--- src/hdl/sdcd_defines.svh ---
// Constants for the command decode link: field positions, widths, encodings.
// Assumes inclusion by bare name from design files.
`ifndef SDCD_DEFINES_SVH
`define SDCD_DEFINES_SVH
`define SDCD_ADDR_W      20
`define SDCD_BANK_W      3
`define SDCD_DATA_W      18
`define SDCD_MODE_W      18
`define SDCD_BL_LSB      3
`define SDCD_BL2         2'b00
`define SDCD_BL4         2'b01
`define SDCD_BL8         2'b10
`define SDCD_MODE_RST    18'h00000
`define SDCD_RECOV_NS    40
`define SDCD_CLK_NS      40
`define SDCD_RECOV_CYC   (((`SDCD_RECOV_NS) + (`SDCD_CLK_NS) - 1) / (`SDCD_CLK_NS))
`endif

--- src/hdl/sdcd_pkg.sv ---
// Types shared by both ends of the command decode link.
// Assumes sdcd_defines.svh is on the include path.
`include "sdcd_defines.svh"
package sdcd_pkg;
  typedef enum logic [4:0]
  {
    SDCD_CMD_IDLE  = 5'h01,
    SDCD_CMD_MODE  = 5'h02,
    SDCD_CMD_READ  = 5'h04,
    SDCD_CMD_WRITE = 5'h08,
    SDCD_CMD_REFR  = 5'h10
  } sdcd_cmd_e;
  typedef logic [`SDCD_ADDR_W-1:0] sdcd_addr_t;
  typedef logic [`SDCD_BANK_W-1:0] sdcd_bank_t;
endpackage : sdcd_pkg

--- src/hdl/sdcd_if.sv ---
// Command and write-data pins between controller and memory device.
// Assumes both ends run on the same clock.
`timescale 1ns/10ps
`default_nettype none
`include "sdcd_defines.svh"
interface sdcd_if;
  logic                    sel_n;
  logic                    wr_n;
  logic                    ref_n;
  logic [`SDCD_BANK_W-1:0] bank_select;
  logic [`SDCD_ADDR_W-1:0] addr;
  logic [`SDCD_DATA_W-1:0] write_data_inputs;
  logic                    write_word_mask;
  modport ctrl (output sel_n, wr_n, ref_n, bank_select, addr, write_data_inputs, write_word_mask);
  modport dev  (input sel_n, wr_n, ref_n, bank_select, addr, write_data_inputs, write_word_mask);
endinterface : sdcd_if
`default_nettype wire

--- src/hdl/sdcd_dev.sv ---
// Device end: registers and decodes commands, keeps mode and refresh state.
// Assumes pins are synchronous to clk_sys; decoded outputs drive the core.
`timescale 1ns/10ps
`default_nettype none
`include "sdcd_defines.svh"
module sdcd_dev
(
  // Clock and reset
  input  wire logic                    clk_sys,
  input  wire logic                    rst_n,
  // Pins
  sdcd_if.dev                          pins,
  // Decoded command, one cycle each
  output logic                         cmd_valid,
  output sdcd_pkg::sdcd_cmd_e          cmd,
  output logic [`SDCD_BANK_W-1:0]      cmd_bank,
  output logic [`SDCD_ADDR_W-1:0]      cmd_addr,
  output logic [`SDCD_ADDR_W-1:0]      refresh_row,
  // Write data word, one cycle each
  output logic                         wdata_store,
  output logic [`SDCD_DATA_W-1:0]      wdata,
  // Mode state
  output logic [`SDCD_MODE_W-1:0]      mode_value
);
  // Command group
  sdcd_pkg::sdcd_cmd_e              cmd_r, cmd_nxt;
  logic                             vld_r, vld_nxt;
  logic [`SDCD_BANK_W-1:0]          bank_r, bank_nxt;
  logic [`SDCD_ADDR_W-1:0]          addr_r, addr_nxt;
  // Mode group
  logic [`SDCD_MODE_W-1:0]          mode_r, mode_nxt;
  // Refresh group, one row counter per bank
  logic [`SDCD_ADDR_W-1:0]          row_r [0:7];
  logic [`SDCD_ADDR_W-1:0]          row_nxt [0:7];
  logic [`SDCD_ADDR_W-1:0]          rowo_r, rowo_nxt;
  // Write data group
  logic                             st_r, st_nxt;
  logic [`SDCD_DATA_W-1:0]          wd_r, wd_nxt;
  // Decode of the sampled strobes
  logic                             dec_mode;
  logic                             dec_read;
  logic                             dec_write;
  logic                             dec_refr;
  logic [1:0]                       bl;
  logic [`SDCD_ADDR_W-1:0]          acc_mask;

  assign bl = mode_r[`SDCD_BL_LSB+1:`SDCD_BL_LSB];

  // Select high turns every other strobe into don't care
  always_comb
  begin
    dec_mode  = 1'b0;
    dec_read  = 1'b0;
    dec_write = 1'b0;
    dec_refr  = 1'b0;
    if (!pins.sel_n)
    begin
      case ({pins.wr_n, pins.ref_n})
        2'b00:   dec_mode  = 1'b1;
        2'b11:   dec_read  = 1'b1;
        2'b01:   dec_write = 1'b1;
        2'b10:   dec_refr  = 1'b1;
        default: dec_mode  = 1'b0;
      endcase
    end
  end

  // Top address bits cleared by burst length: none for BL2, one for BL4, two otherwise
  always_comb
  begin
    case (bl)
      `SDCD_BL2: acc_mask = {`SDCD_ADDR_W{1'b1}};
      `SDCD_BL4: acc_mask = {1'b0, {(`SDCD_ADDR_W-1){1'b1}}};
      default:   acc_mask = {2'b00, {(`SDCD_ADDR_W-2){1'b1}}};
    endcase
  end

  always_comb
  begin
    cmd_nxt  = sdcd_pkg::SDCD_CMD_IDLE;
    vld_nxt  = 1'b0;
    bank_nxt = '0;
    addr_nxt = '0;
    if (dec_mode)
    begin
      cmd_nxt = sdcd_pkg::SDCD_CMD_MODE;
      vld_nxt = 1'b1;
    end
    else if (dec_read || dec_write)
    begin
      cmd_nxt  = dec_read ? sdcd_pkg::SDCD_CMD_READ : sdcd_pkg::SDCD_CMD_WRITE;
      vld_nxt  = 1'b1;
      bank_nxt = pins.bank_select;
      addr_nxt = pins.addr & acc_mask;
    end
    else if (dec_refr)
    begin
      cmd_nxt  = sdcd_pkg::SDCD_CMD_REFR;
      vld_nxt  = 1'b1;
      bank_nxt = pins.bank_select;
    end
  end

  always_ff @(posedge clk_sys)
  begin
    if (!rst_n)
    begin
      cmd_r  <= sdcd_pkg::SDCD_CMD_IDLE;
      vld_r  <= 1'b0;
      bank_r <= '0;
      addr_r <= '0;
    end
    else
    begin
      cmd_r  <= cmd_nxt;
      vld_r  <= vld_nxt;
      bank_r <= bank_nxt;
      addr_r <= addr_nxt;
    end
  end

  // Only the low eighteen address bits reach the mode value
  always_comb
  begin
    mode_nxt = mode_r;
    if (dec_mode)
      mode_nxt = pins.addr[`SDCD_MODE_W-1:0];
  end

  always_ff @(posedge clk_sys)
  begin
    if (!rst_n)
      mode_r <= `SDCD_MODE_RST;
    else
      mode_r <= mode_nxt;
  end

  // Row comes from the bank's own counter; address pins play no part
  always_comb
  begin
    row_nxt  = row_r;
    rowo_nxt = rowo_r;
    if (dec_refr)
    begin
      rowo_nxt = row_r[pins.bank_select];
      row_nxt[pins.bank_select] = row_r[pins.bank_select] + 1'b1;
    end
  end

  always_ff @(posedge clk_sys)
  begin
    if (!rst_n)
    begin
      rowo_r <= '0;
      for (int i = 0; i < 8; i++)
        row_r[i] <= '0;
    end
    else
    begin
      rowo_r <= rowo_nxt;
      row_r  <= row_nxt;
    end
  end

  // Mask registered with its word; high discards the word
  always_comb
  begin
    st_nxt = !pins.write_word_mask;
    wd_nxt = pins.write_data_inputs;
  end

  always_ff @(posedge clk_sys)
  begin
    if (!rst_n)
    begin
      st_r <= 1'b0;
      wd_r <= '0;
    end
    else
    begin
      st_r <= st_nxt;
      wd_r <= wd_nxt;
    end
  end

  assign cmd_valid   = vld_r;
  assign cmd         = cmd_r;
  assign cmd_bank    = bank_r;
  assign cmd_addr    = addr_r;
  assign refresh_row = rowo_r;
  assign wdata_store = st_r;
  assign wdata       = wd_r;
  assign mode_value  = mode_r;
endmodule : sdcd_dev
`default_nettype wire

--- src/flat_wrapper.sv ---
// flat-port wrapper written by rule: the top's interface ports become plain ports
module sdcd_dev_flat 
  (clk_sys, rst_n, cmd_valid, cmd, cmd_bank, cmd_addr, refresh_row, wdata_store, wdata, mode_value, pins_sel_n, pins_wr_n, pins_ref_n, pins_bank_select, pins_addr, pins_write_data_inputs, pins_write_word_mask);
  sdcd_if pins_i ();
  input  wire logic clk_sys;
  input  wire logic rst_n;
  output logic cmd_valid;
  output sdcd_pkg::sdcd_cmd_e cmd;
  output logic [`SDCD_BANK_W-1:0] cmd_bank;
  output logic [`SDCD_ADDR_W-1:0] cmd_addr;
  output logic [`SDCD_ADDR_W-1:0] refresh_row;
  output logic wdata_store;
  output logic [`SDCD_DATA_W-1:0] wdata;
  output logic [`SDCD_MODE_W-1:0] mode_value;
  input wire logic [$bits(pins_i.sel_n)-1:0] pins_sel_n;
  input wire logic [$bits(pins_i.wr_n)-1:0] pins_wr_n;
  input wire logic [$bits(pins_i.ref_n)-1:0] pins_ref_n;
  input wire logic [$bits(pins_i.bank_select)-1:0] pins_bank_select;
  input wire logic [$bits(pins_i.addr)-1:0] pins_addr;
  input wire logic [$bits(pins_i.write_data_inputs)-1:0] pins_write_data_inputs;
  input wire logic [$bits(pins_i.write_word_mask)-1:0] pins_write_word_mask;
  assign pins_i.sel_n = pins_sel_n;
  assign pins_i.wr_n = pins_wr_n;
  assign pins_i.ref_n = pins_ref_n;
  assign pins_i.bank_select = pins_bank_select;
  assign pins_i.addr = pins_addr;
  assign pins_i.write_data_inputs = pins_write_data_inputs;
  assign pins_i.write_word_mask = pins_write_word_mask;
  sdcd_dev u_core (.clk_sys(clk_sys), .rst_n(rst_n), .pins(pins_i), .cmd_valid(cmd_valid), .cmd(cmd), .cmd_bank(cmd_bank), .cmd_addr(cmd_addr), .refresh_row(refresh_row), .wdata_store(wdata_store), .wdata(wdata), .mode_value(mode_value));
endmodule
--- config.mk ---
export PLATFORM = sky130hd
export DESIGN_NAME = sdcd_dev_flat
export DESIGN_NICKNAME = d
export VERILOG_FILES = /design/src/hdl/sdcd_pkg.sv /design/src/hdl/sdcd_if.sv /design/src/hdl/sdcd_dev.sv /design/src/flat_wrapper.sv
export VERILOG_INCLUDE_DIRS = /design/src /design/src/hdl
export SDC_FILE = /design/constraint.sdc
export NUM_CORES = 1
export LEC_CHECK = 0
export BUFFER_PORTS_ARGS = -buffer_cell sky130_fd_sc_hd__clkbuf_2
export CAP_MARGIN = 25
export CORE_UTILIZATION = 45
export DETAILED_ROUTE_END_ITERATION = 12
export PLACE_DENSITY = 0.72
export SLEW_MARGIN = 20
export SYNTH_ARGS = -nofsm -noshare
export SYNTH_HDL_FRONTEND = slang
export SYNTH_SLANG_ARGS = --single-unit
--- constraint.sdc ---
create_clock -name clk_sys -period 8 [get_ports clk_sys]
set_clock_uncertainty 0.1 [all_clocks]
set_input_delay 0.4 -clock clk_sys [delete_from_list [all_inputs] [get_ports clk_sys]]
set_output_delay 0.4 -clock clk_sys [all_outputs]
set_load 0.05 [all_outputs]
==> run_results.csv, run 1 <==
group,metric,value,unit
cells_and_area,final_core_util,53.0,%
detailed_routing,wire_per_inst,19.9,um
global_route,first_global_vias,9224,
floorplan,rows,57,
cells_and_area,syn2layout_area_growth,15.5,%
detailed_routing,routed_wl,32300,um
clocking,clk_pin_slew,0.06,ns
floorplan,die_h,160,um
worst_setup_path,crit_fanout,43,
clocking,cts_buffers,27,
sta,setup_viol,0,
worst_setup_path,cp_slowest_cell,"mux2i_1",
placed_design,dpl.cell_count,1545,
logic_synthesis,ys_types,53,
floorplan,fp.coreArea,0.0244,mm^2
clocking,clock-root-buffer,"clkbuf_16",
cells_and_area,fin_nets,1329,
worst_setup_path,start_kind,"input pin",
run,cap_violations,0,
sta,slew_viol_final,0,
global_route,grt_max_degree,135,
cells_and_area,drive_gt1_share,18.0,%
logic_synthesis,async_reset_ff_share,0,%
clocking,clock_path_buffers,3,
cells_and_area,final_cells,1622,
global_route,grt_pass1_wl,50400,um
sta,worst_pin_slew,1.13,ns
sta,fin_ws,4.08,ns
pwr,finalPower,2.65,mW
logic_synthesis,yosys_warnings,0,
floorplan,die_w,160,um
clocking,cts_tree,"done",
floorplan,initial_core_util,45.9,%
worst_setup_path,arrival,4.27,ns
logic_synthesis,synthCells,1200,
detailed_routing,drcViolationCount,0,
placed_design,place.gp.congestion,0.821,
sta,slew_headroom,24.3,%
logic_synthesis,ys_ff_latch,246,
logic_synthesis,syn_nets,1248,
logic_synthesis,avgSynthCellArea,9.34,um^2
worst_setup_path,path_cells,"clkbuf_2, buf_4, mux4_1, mux2i_1, inv_1, ha_1, inv_1, or3_1, or4_1, nor3_1, nor3_1",
placed_design,dp_hpwl,19100,um
worst_setup_path,crit_path_end_kind,"flip-flop",
cells_and_area,diodes,0,
detailed_routing,num_vias,9785,
floorplan,die-area,0.0255,mm^2
floorplan,pin_count,133,
logic_synthesis,ys.flop_type,"dfxtp_1",
detailed_routing,via_per_inst,6.03,
pwr,leakage,5.41,nW
detailed_routing,postRouteAntennaNets,0,
run_status,status,"finished, final reports clean",
global_route,antenna_found_initial,1,
worst_hold_path,min_from,"pins_addr[17]",
worst_setup_path,crit_path_start,"pins_bank_select[0]",
clocking,clk_latency,0.53,ns
sta,setup_tns,0,ns
logic_synthesis,syn_area,0.0112,mm^2
cells_and_area,fillCellCount,2160,
logic_synthesis,synth-seq-area-share,44.0,%
worst_setup_path,cpPeakStageDelay,0.70,ns
clocking,cts_max_level,1,
detailed_routing,first_iter_violations,1098,
sta,rsz0062_at_grt,"no",
sta,clock.fmax,255,MHz
worst_setup_path,regToRegStartpoint,"u_core.row_r[80]",
detailed_routing,first_pass_iters,5,
clocking,postCtsResizedCells,0,
worst_setup_path,required,8.35,ns
placed_design,port_buffers,132,
global_route,overflow,0,
clocking,cts.sinks,246,
sta,hold_viol_final,0,
cells_and_area,seqCellArea,0.00492,mm^2
sta,period_share,49.0,%
placed_design,pre_cts_ws,3.68,ns
worst_hold_path,hp-class,"input pin to flip-flop",
cells_and_area,multi_input_area,0.00557,mm^2
sta,min_period,3.92,ns
logic_synthesis,synth-edff-count,0,
global_route,grtUsageTotal,24.7,%
worst_setup_path,criticalPathCategory,"input pin to flip-flop",
pwr,power_density,205,mW/mm^2
pwr,ir_worst_vdd,0.171,mV
## through the flow
stage                     instance area, um^2  hold slack (ns)
final                                   12900          0.00483
after global routing                    12900          0.00310
after CTS                               12900          0.00149
after detailed placement                11800            0.354
after global placement                  11700            0.346
after floorplan                         11200            0.335
## metal layers
metal,global-route usage [%],share of wire (%),vias up
met5,0,0,-
met4,9.13,2.6,0
met3,4.26,9.0,73
met2,41.3,47,469
met1,32.0,41,4701
li1,-,-,4542
## state kept, by name (all words and copies together), names as in the netlist
signal              cells
u_core.cmd              5
u_core.cmd_addr        20
u_core.cmd_bank         3
u_core.cmd_valid        1
u_core.mode_value      18
u_core.refresh_row     20
u_core.row_r          160
u_core.wdata           18
u_core.wdata_store      1
## path summary, 6_finish.rpt
path / end / slack, ns / cells past startpoint
hold reg to reg: u_core.row_r[124] / 0.36 / 2
setup reg to reg: u_core.row_r[32] / 4.53 / 9
hold / removal: u_core.mode_value[17] / 0.005 / 2
setup / recovery: u_core.row_r[32] / 4.08 / 11
## cells in the final DEF (no fill, tap or decap), types with 13 or more instances in the layout
cell type      netlist  routed
a21boi_0            40      40
a21oi_1             16      16
a22o_1              18      18
a31oi_1             16      16
a32oi_1             16      16
and2_1              37      37
and3_1              41      41
buf_4                9      22
clkbuf_16            0      27
clkbuf_2             0     131
dfxtp_1            246     246
dlygate4sd3_1        2      31
mux2i_1             19      18
mux4_1              27      27
mux4_2              13      13
nand2_1            128     128
nand3_1            142     142
nand4_1             16      16
nor2_1              37      37
nor3_1              71      67
o211a_1             19      19
o21ai_0             56      56
o311ai_0            13      13
or3_1               37      37
## critical path: cells and delay by family
| family | cells | cell delay, ns |
|---|---|---|
| AND/OR/NAND/NOR | 4 | 1.35 |
| buffers and inverters | 4 | 0.89 |
| multiplexers | 2 | 1.34 |
| adder cells (fa/ha/maj) | 1 | 0.25 |
## where the power goes
group	internal [mW]	total, mW	switching [mW]
sequential	1.25	1.25	0.00807
clock	0.701	1.19	0.493
combinational	0.0604	0.198	0.138
total	2.01	2.65	0.638
## synth_stat cells, drive strengths merged, types with 18 or more instances
master | count | area [um^2]
o21ai | 58 | 290
nor2 | 37 | 139
nor3 | 71 | 355
mux2i | 19 | 190
and2 | 37 | 231
mux4 | 40 | 1000
and3 | 41 | 257
dfxtp | 246 | 4920
a22o | 18 | 158
a21boi | 40 | 300
clkbuf | 88 | 334
or3 | 37 | 231
buf | 39 | 315
nand2 | 128 | 480
nand3 | 142 | 711
o211a | 19 | 190
## cell type report
cell class,count,share of cell area [%]
Sequential cell,246,38.1
Tap cell,324,3.13
Timing Repair Buffer,187,9.06
Clock inverter,8,0.503
Inverter,5,0.145
Multi-Input combinational cell,814,43.1
Clock buffer,38,6.01
## logic make-up after synthesis
family	synth area share (%)
AND/OR/NAND/NOR	24.1
flip-flops	44.0
AO/OA/AOI/OAI	13.2
buffers and inverters	6.78
multiplexers	11.4
XOR/XNOR	0.391
adder cells (fa/ha/maj)	0.112
## what timing repair did
action                     4_1_cts  5_1_grt
setup endpoints to repair        0        0
buffers inserted                 0        0
hold endpoints to repair        31        0
hold buffers                    31        0
Power figures use the tool's default switching activity.
==> inputs of run 2 (changes only) <==
==> constraint.sdc (replaced) <==
create_clock -name clk_sys -period 3.9 [get_ports clk_sys]
set_clock_uncertainty 0.1 [all_clocks]
set_input_delay 0.195 -clock clk_sys [delete_from_list [all_inputs] [get_ports clk_sys]]
set_output_delay 0.195 -clock clk_sys [all_outputs]
set_load 0.05 [all_outputs]
==> run_results.csv, run 2 (synthesis gave the netlist of run 1 again) <==
group,metric,value,unit
worst_setup_path,cp_slowest_cell,"or4_1",
global_route,overflow,0,
floorplan,rows,57,
pwr,leakage,5.56,nW
placed_design,port_buffers,132,
sta,min_period,3.13,ns
sta,slew_viol_final,0,
clocking,cts_buffers,27,
worst_setup_path,reg2reg_depth,9,
cells_and_area,final_cells,1660,
global_route,grt-busiest-layer,"met2",
sta,clock.fmax,319,MHz
run_status,status,"finished, final reports clean",
clocking,cts_tree,"done",
detailed_routing,via_per_inst,6.04,
cells_and_area,diodes,0,
clocking,cts_setup_buffers,0,
placed_design,place.gp.congestion,0.895,
worst_setup_path,critical_path_depth,9,
global_route,use_met2,41.0,%
cells_and_area,final_cell_mix,"dfxtp_1 (246), nand3_1 (142), clkbuf_2 (131)",
worst_setup_path,crit_path_start,"u_core.row_r[121]",
cells_and_area,largest_reg_flops,160,
pwr,ir_worst_vdd,0.340,mV
sta,rsz0062_at_grt,"no",
sta,setup_tns,0,ns
detailed_routing,first_pass_iters,9,
clocking,clk_latency,0.54,ns
worst_setup_path,arrival,3.44,ns
detailed_routing,postRouteAntennaNets,0,
cells_and_area,final_common_cell,"dfxtp_1",
global_route,grtUsageMet1,33.6,%
global_route,antenna_found_initial,0,
floorplan,pin_count,133,
cells_and_area,final_cell_area,0.0132,mm^2
run,cap_violations,0,
worst_setup_path,endpoint,"u_core.row_r[152]",
floorplan,fp.coreArea,0.0244,mm^2
floorplan,initial_core_util,45.9,%
global_route,grt_max_degree,118,
clocking,cts_max_level,1,
clocking,postCtsResizedCells,0,
detailed_routing,first_iter_violations,1254,
clocking,cts.sinks,246,
global_route,grt_pass1_wl,51800,um
detailed_routing,wire_per_inst,20.2,um
clocking,clk_pin_slew,0.06,ns
floorplan,die_w,160,um
worst_setup_path,required,4.21,ns
floorplan,die-area,0.0255,mm^2
sta,hold_slack,0.130,ns
sta,period_share,80.3,%
worst_setup_path,crit_fanout,16,
worst_setup_path,start_kind,"flip-flop",
cells_and_area,fin_nets,1366,
global_route,grtUsageTotal,25.4,%
worst_setup_path,rrSetupSlack,0.77,ns
cells_and_area,drive_gt1_share,19.5,%
cells_and_area,syn2layout_area_growth,18.2,%
worst_hold_path,hp-class,"input pin to flip-flop",
worst_setup_path,regToRegStartpoint,"u_core.row_r[121]",
placed_design,dpl-instance-area,0.0119,mm^2
worst_setup_path,crit_path_end_kind,"flip-flop",
worst_setup_path,criticalPathCategory,"flip-flop to flip-flop",
placed_design,dpl.cell_count,1570,
worst_setup_path,reg2reg_to,"u_core.row_r[152]",
detailed_routing,routed_wl,33500,um
floorplan,die_h,160,um
clocking,clock_path_buffers,3,
detailed_routing,num_vias,10026,
cells_and_area,regMostFlops,"u_core.row_r",
placed_design,dp_hpwl,20300,um
worst_setup_path,cpPeakStageDelay,0.91,ns
global_route,use_met3,4.34,%
sta,setup_viol,0,
worst_setup_path,path_cells,"mux4_1, mux2i_1, inv_1, ha_1, inv_1, or3_1, or4_1, nor3_1, nor3_1",
cells_and_area,final_core_util,54.3,%
worst_setup_path,cp.buffers_inverters,2,
global_route,first_global_vias,9427,
sta,slew_headroom,31.2,%
sta,worst_pin_slew,1.03,ns
pwr,power_density,417,mW/mm^2
detailed_routing,drcViolationCount,0,
sta,hold_viol_final,0,
clocking,clock-root-buffer,"clkbuf_16",
worst_setup_path,cp_top_family,"simple AND/OR/NAND/NOR gates",
[run 2: cell types whose count changed in the layout (fill, tap and decap cells not counted), sizes merged]
cell	change
clkinv	-1
bufinv	+1
buf	+27
clkinvlp	+2
dlygate4sd3	+10
clkbuf	-1
[run 2: how the worst min path moves through the flow]
stage | slack (ns) | start | end | cells past startpoint
floorplan | 0.17 | pins_write_word_mask | u_core.wdata_store | 1
global placement | 0.26 | pins_write_word_mask | u_core.wdata_store | 2
detailed placement | 0.26 | pins_write_word_mask | u_core.wdata_store | 2
CTS | 0.14 | rst_n | u_core.refresh_row[12] | 2
global route | 0.17 | rst_n | u_core.refresh_row[12] | 2
finish | 0.13 | rst_n | u_core.refresh_row[12] | 2
[run 2: metal layers]
layer	wire length, um	vias to the layer above
met3	3020	102
met2	15700	538
li1	-	4619
met5	0	-
met4	1240	0
met1	13500	4767
[run 2: layout make-up]
type                       instances  area [um^2]
timing repair buffer             224         1470
inverter                           5         18.8
tap                              324          405
clock inverter                    10          109
clock buffer                      37          763
sequential                       246         4920
fill                            2125        11100
multi-input combinational        814         5550
[run 2: repair_timing]
item / in CTS / in global routing
hold buffers: 41 / 0
endpoints found under the setup margin: 0 / 0
endpoints found under the hold margin: 61 / 0
[run 2: per-stage QoR]
step	setup WS, ns	power (mW)
after global placement	0.509	3.00
final	0.768	5.52
after CTS	0.791	5.53
after detailed placement	0.464	3.00
after global routing	0.619	5.66
after floorplan	0.731	2.91
[run 2: power breakdown]
part	switching, mW	internal, mW	total, mW
Combinational	0.284	0.133	0.416
Clock	1.04	1.49	2.53
Sequential	0.0167	2.55	2.57
Total	1.34	4.18	5.52
==> inputs of run 3 (changes only) <==
==> constraint.sdc (replaced) <==
create_clock -name clk_sys -period 3.1 [get_ports clk_sys]
set_clock_uncertainty 0.1 [all_clocks]
set_input_delay 0.155 -clock clk_sys [delete_from_list [all_inputs] [get_ports clk_sys]]
set_output_delay 0.155 -clock clk_sys [all_outputs]
set_load 0.05 [all_outputs]
==> run_results.csv, run 3 (synthesis gave the netlist of run 1 again) <==
group,metric,value,unit
clocking,hold_buffers,42,
detailed_routing,first_iter_violations,1110,
global_route,grt_pass1_wl,53100,um
placed_design,place.gp.congestion,0.855,
cells_and_area,syn2layout_area_growth,20.9,%
sta,setup_tns,0,ns
sta,setup_viol,0,
floorplan,initial_core_util,45.9,%
sta,min_period,2.87,ns
detailed_routing,postRouteAntennaNets,0,
sta,slew_headroom,34.1,%
floorplan,die_w,160,um
clocking,cts_max_level,1,
detailed_routing,wire_per_inst,20.0,um
worst_setup_path,path_cells,"mux4_1, mux2i_1, inv_1, ha_1, inv_1, or3_1, buf_4, or4_1, nand3_1, a21boi_0",
worst_setup_path,cp_slowest_cell,"or4_1",
global_route,grtUsageTotal,25.9,%
worst_setup_path,crit_path_end_kind,"flip-flop",
worst_setup_path,arrival,3.17,ns
run,cap_violations,0,
sta,worst_pin_slew,0.985,ns
detailed_routing,num_vias,10166,
pwr,leakage,5.74,nW
worst_setup_path,path_common_cell,"inv_1",
cells_and_area,fillCellCount,2164,
floorplan,pin_count,133,
global_route,antenna_found_initial,1,
detailed_routing,routed_wl,33900,um
global_route,first_global_vias,9670,
clocking,clock_path_buffers,3,
pwr,power_density,524,mW/mm^2
worst_setup_path,required,3.40,ns
sta,hold_viol_final,0,
pwr,ir_worst_vdd,0.462,mV
floorplan,die-area,0.0255,mm^2
worst_setup_path,cp_top_family,"simple AND/OR/NAND/NOR gates",
placed_design,port_buffers,132,
run_status,status,"finished, final reports clean",
cells_and_area,largest_reg_flops,160,
floorplan,rows,57,
global_route,grt_max_degree,91,
pwr,seqPwrFrac,45.6,%
clocking,postCtsResizedCells,0,
sta,period_share,92.7,%
clocking,clock-root-buffer,"clkbuf_16",
worst_setup_path,crit_fanout,8,
floorplan,die_h,160,um
cells_and_area,fin_nets,1396,
sta,rsz0062_at_grt,"no",
clocking,cts_buffers,27,
cells_and_area,final_common_cell,"dfxtp_1",
pwr,pwr-share-comb,7.6,%
worst_hold_path,hp-class,"input pin to flip-flop",
worst_setup_path,cpPeakStageDelay,0.64,ns
worst_setup_path,cp.buffers_inverters,3,
detailed_routing,drcViolationCount,0,
sta,clock.fmax,348,MHz
global_route,overflow,0,
clocking,clk_pin_slew,0.06,ns
clocking,cts_tree,"done",
sta,slew_viol_final,0,
detailed_routing,first_pass_iters,5,
cells_and_area,final_cell_mix,"dfxtp_1 (246), nand3_1 (142), clkbuf_2 (131)",
clocking,cts.sinks,246,
placed_design,dp_hpwl,21100,um
clocking,cts_setup_buffers,0,
pwr,p_int,5.41,mW
cells_and_area,regMostFlops,"u_core.row_r",
worst_setup_path,start_kind,"flip-flop",
worst_setup_path,criticalPathCategory,"flip-flop to flip-flop",
cells_and_area,drive_gt1_share,21.2,%
detailed_routing,via_per_inst,6.01,
pwr,clkPwrFrac,46.8,%
pwr,swShare,23.7,%
clocking,clk_latency,0.54,ns
floorplan,fp.coreArea,0.0244,mm^2
pwr,power_switching,1.68,mW
cells_and_area,final_core_util,55.6,%
-- run 3: cell types whose count changed in the layout (fill, tap and decap cells not counted), sizes merged --
cell and change:
buf +29, bufinv +2, clkinvlp -2, clkbuf -1, diode +1, dlygate4sd3 +1
inv +1
-- run 3: final timing paths --
kind	start	endpoint	slack, ns	depth (start not counted)
max	u_core.row_r[20]	u_core.row_r[88]	0.23	10
min	pins_ref_n	u_core.cmd[2]	0.03	3
max reg2reg	u_core.row_r[20]	u_core.row_r[88]	0.23	10
min reg2reg	u_core.row_r[80]	u_core.row_r[80]	0.36	2
-- run 3: final cells by class --
class / count / area (um^2) / area share (%)
well taps: 324 / 405 / 2.99
repair buffers: 254 / 1740 / 12.8
flip-flops and latches: 246 / 4920 / 36.3
diodes: 1 / 2.50 / 0.0185
clock buffers: 36 / 749 / 5.53
multi-input cells: 814 / 5550 / 41.0
clock inverters: 11 / 159 / 1.17
inverters: 5 / 18.8 / 0.139
-- run 3: power by group through the flow --
stage	logic (mW)	registers, mW	clock network, mW
after floorplan	0.199	3.46	0
after global placement	0.486	3.30	0
after detailed placement	0.490	3.30	0
after CTS	0.534	3.23	3.35
after global routing	0.566	3.24	3.49
final	0.541	3.24	3.32
-- run 3: worst min-delay path, stage by stage --
cell and delay, ns:
clkbuf_2 0.09, buf_4 0.21, and3_1 0.16
-- run 3: per-stage QoR --
step | cells | instance area (um^2) | power, mW | setup slack (ns) | hold slack (ns)
final | 1691 | 13600 | 7.10 | 0.228 | 0.0294
after detailed placement | 1601 | 12200 | 3.79 | 0.0709 | 0.218
after global routing | 1691 | 13600 | 7.29 | 0.0635 | 0.0566
after floorplan | 1200 | 11200 | 3.66 | 0.00255 | 0.127
after CTS | 1690 | 13500 | 7.12 | 0.218 | 0.0118
after global placement | 1601 | 12200 | 3.79 | 0.141 | 0.217
-- run 3: metal layers --
metal / GRT usage [%] / vias up / routed length (um)
met2: 41.8 / 517 / 15900
met4: 9.87 / 0 / 941
met1: 34.7 / 4893 / 13900
li1: - / 4679 / -
met5: 0 / - / 0
met3: 4.39 / 77 / 3110
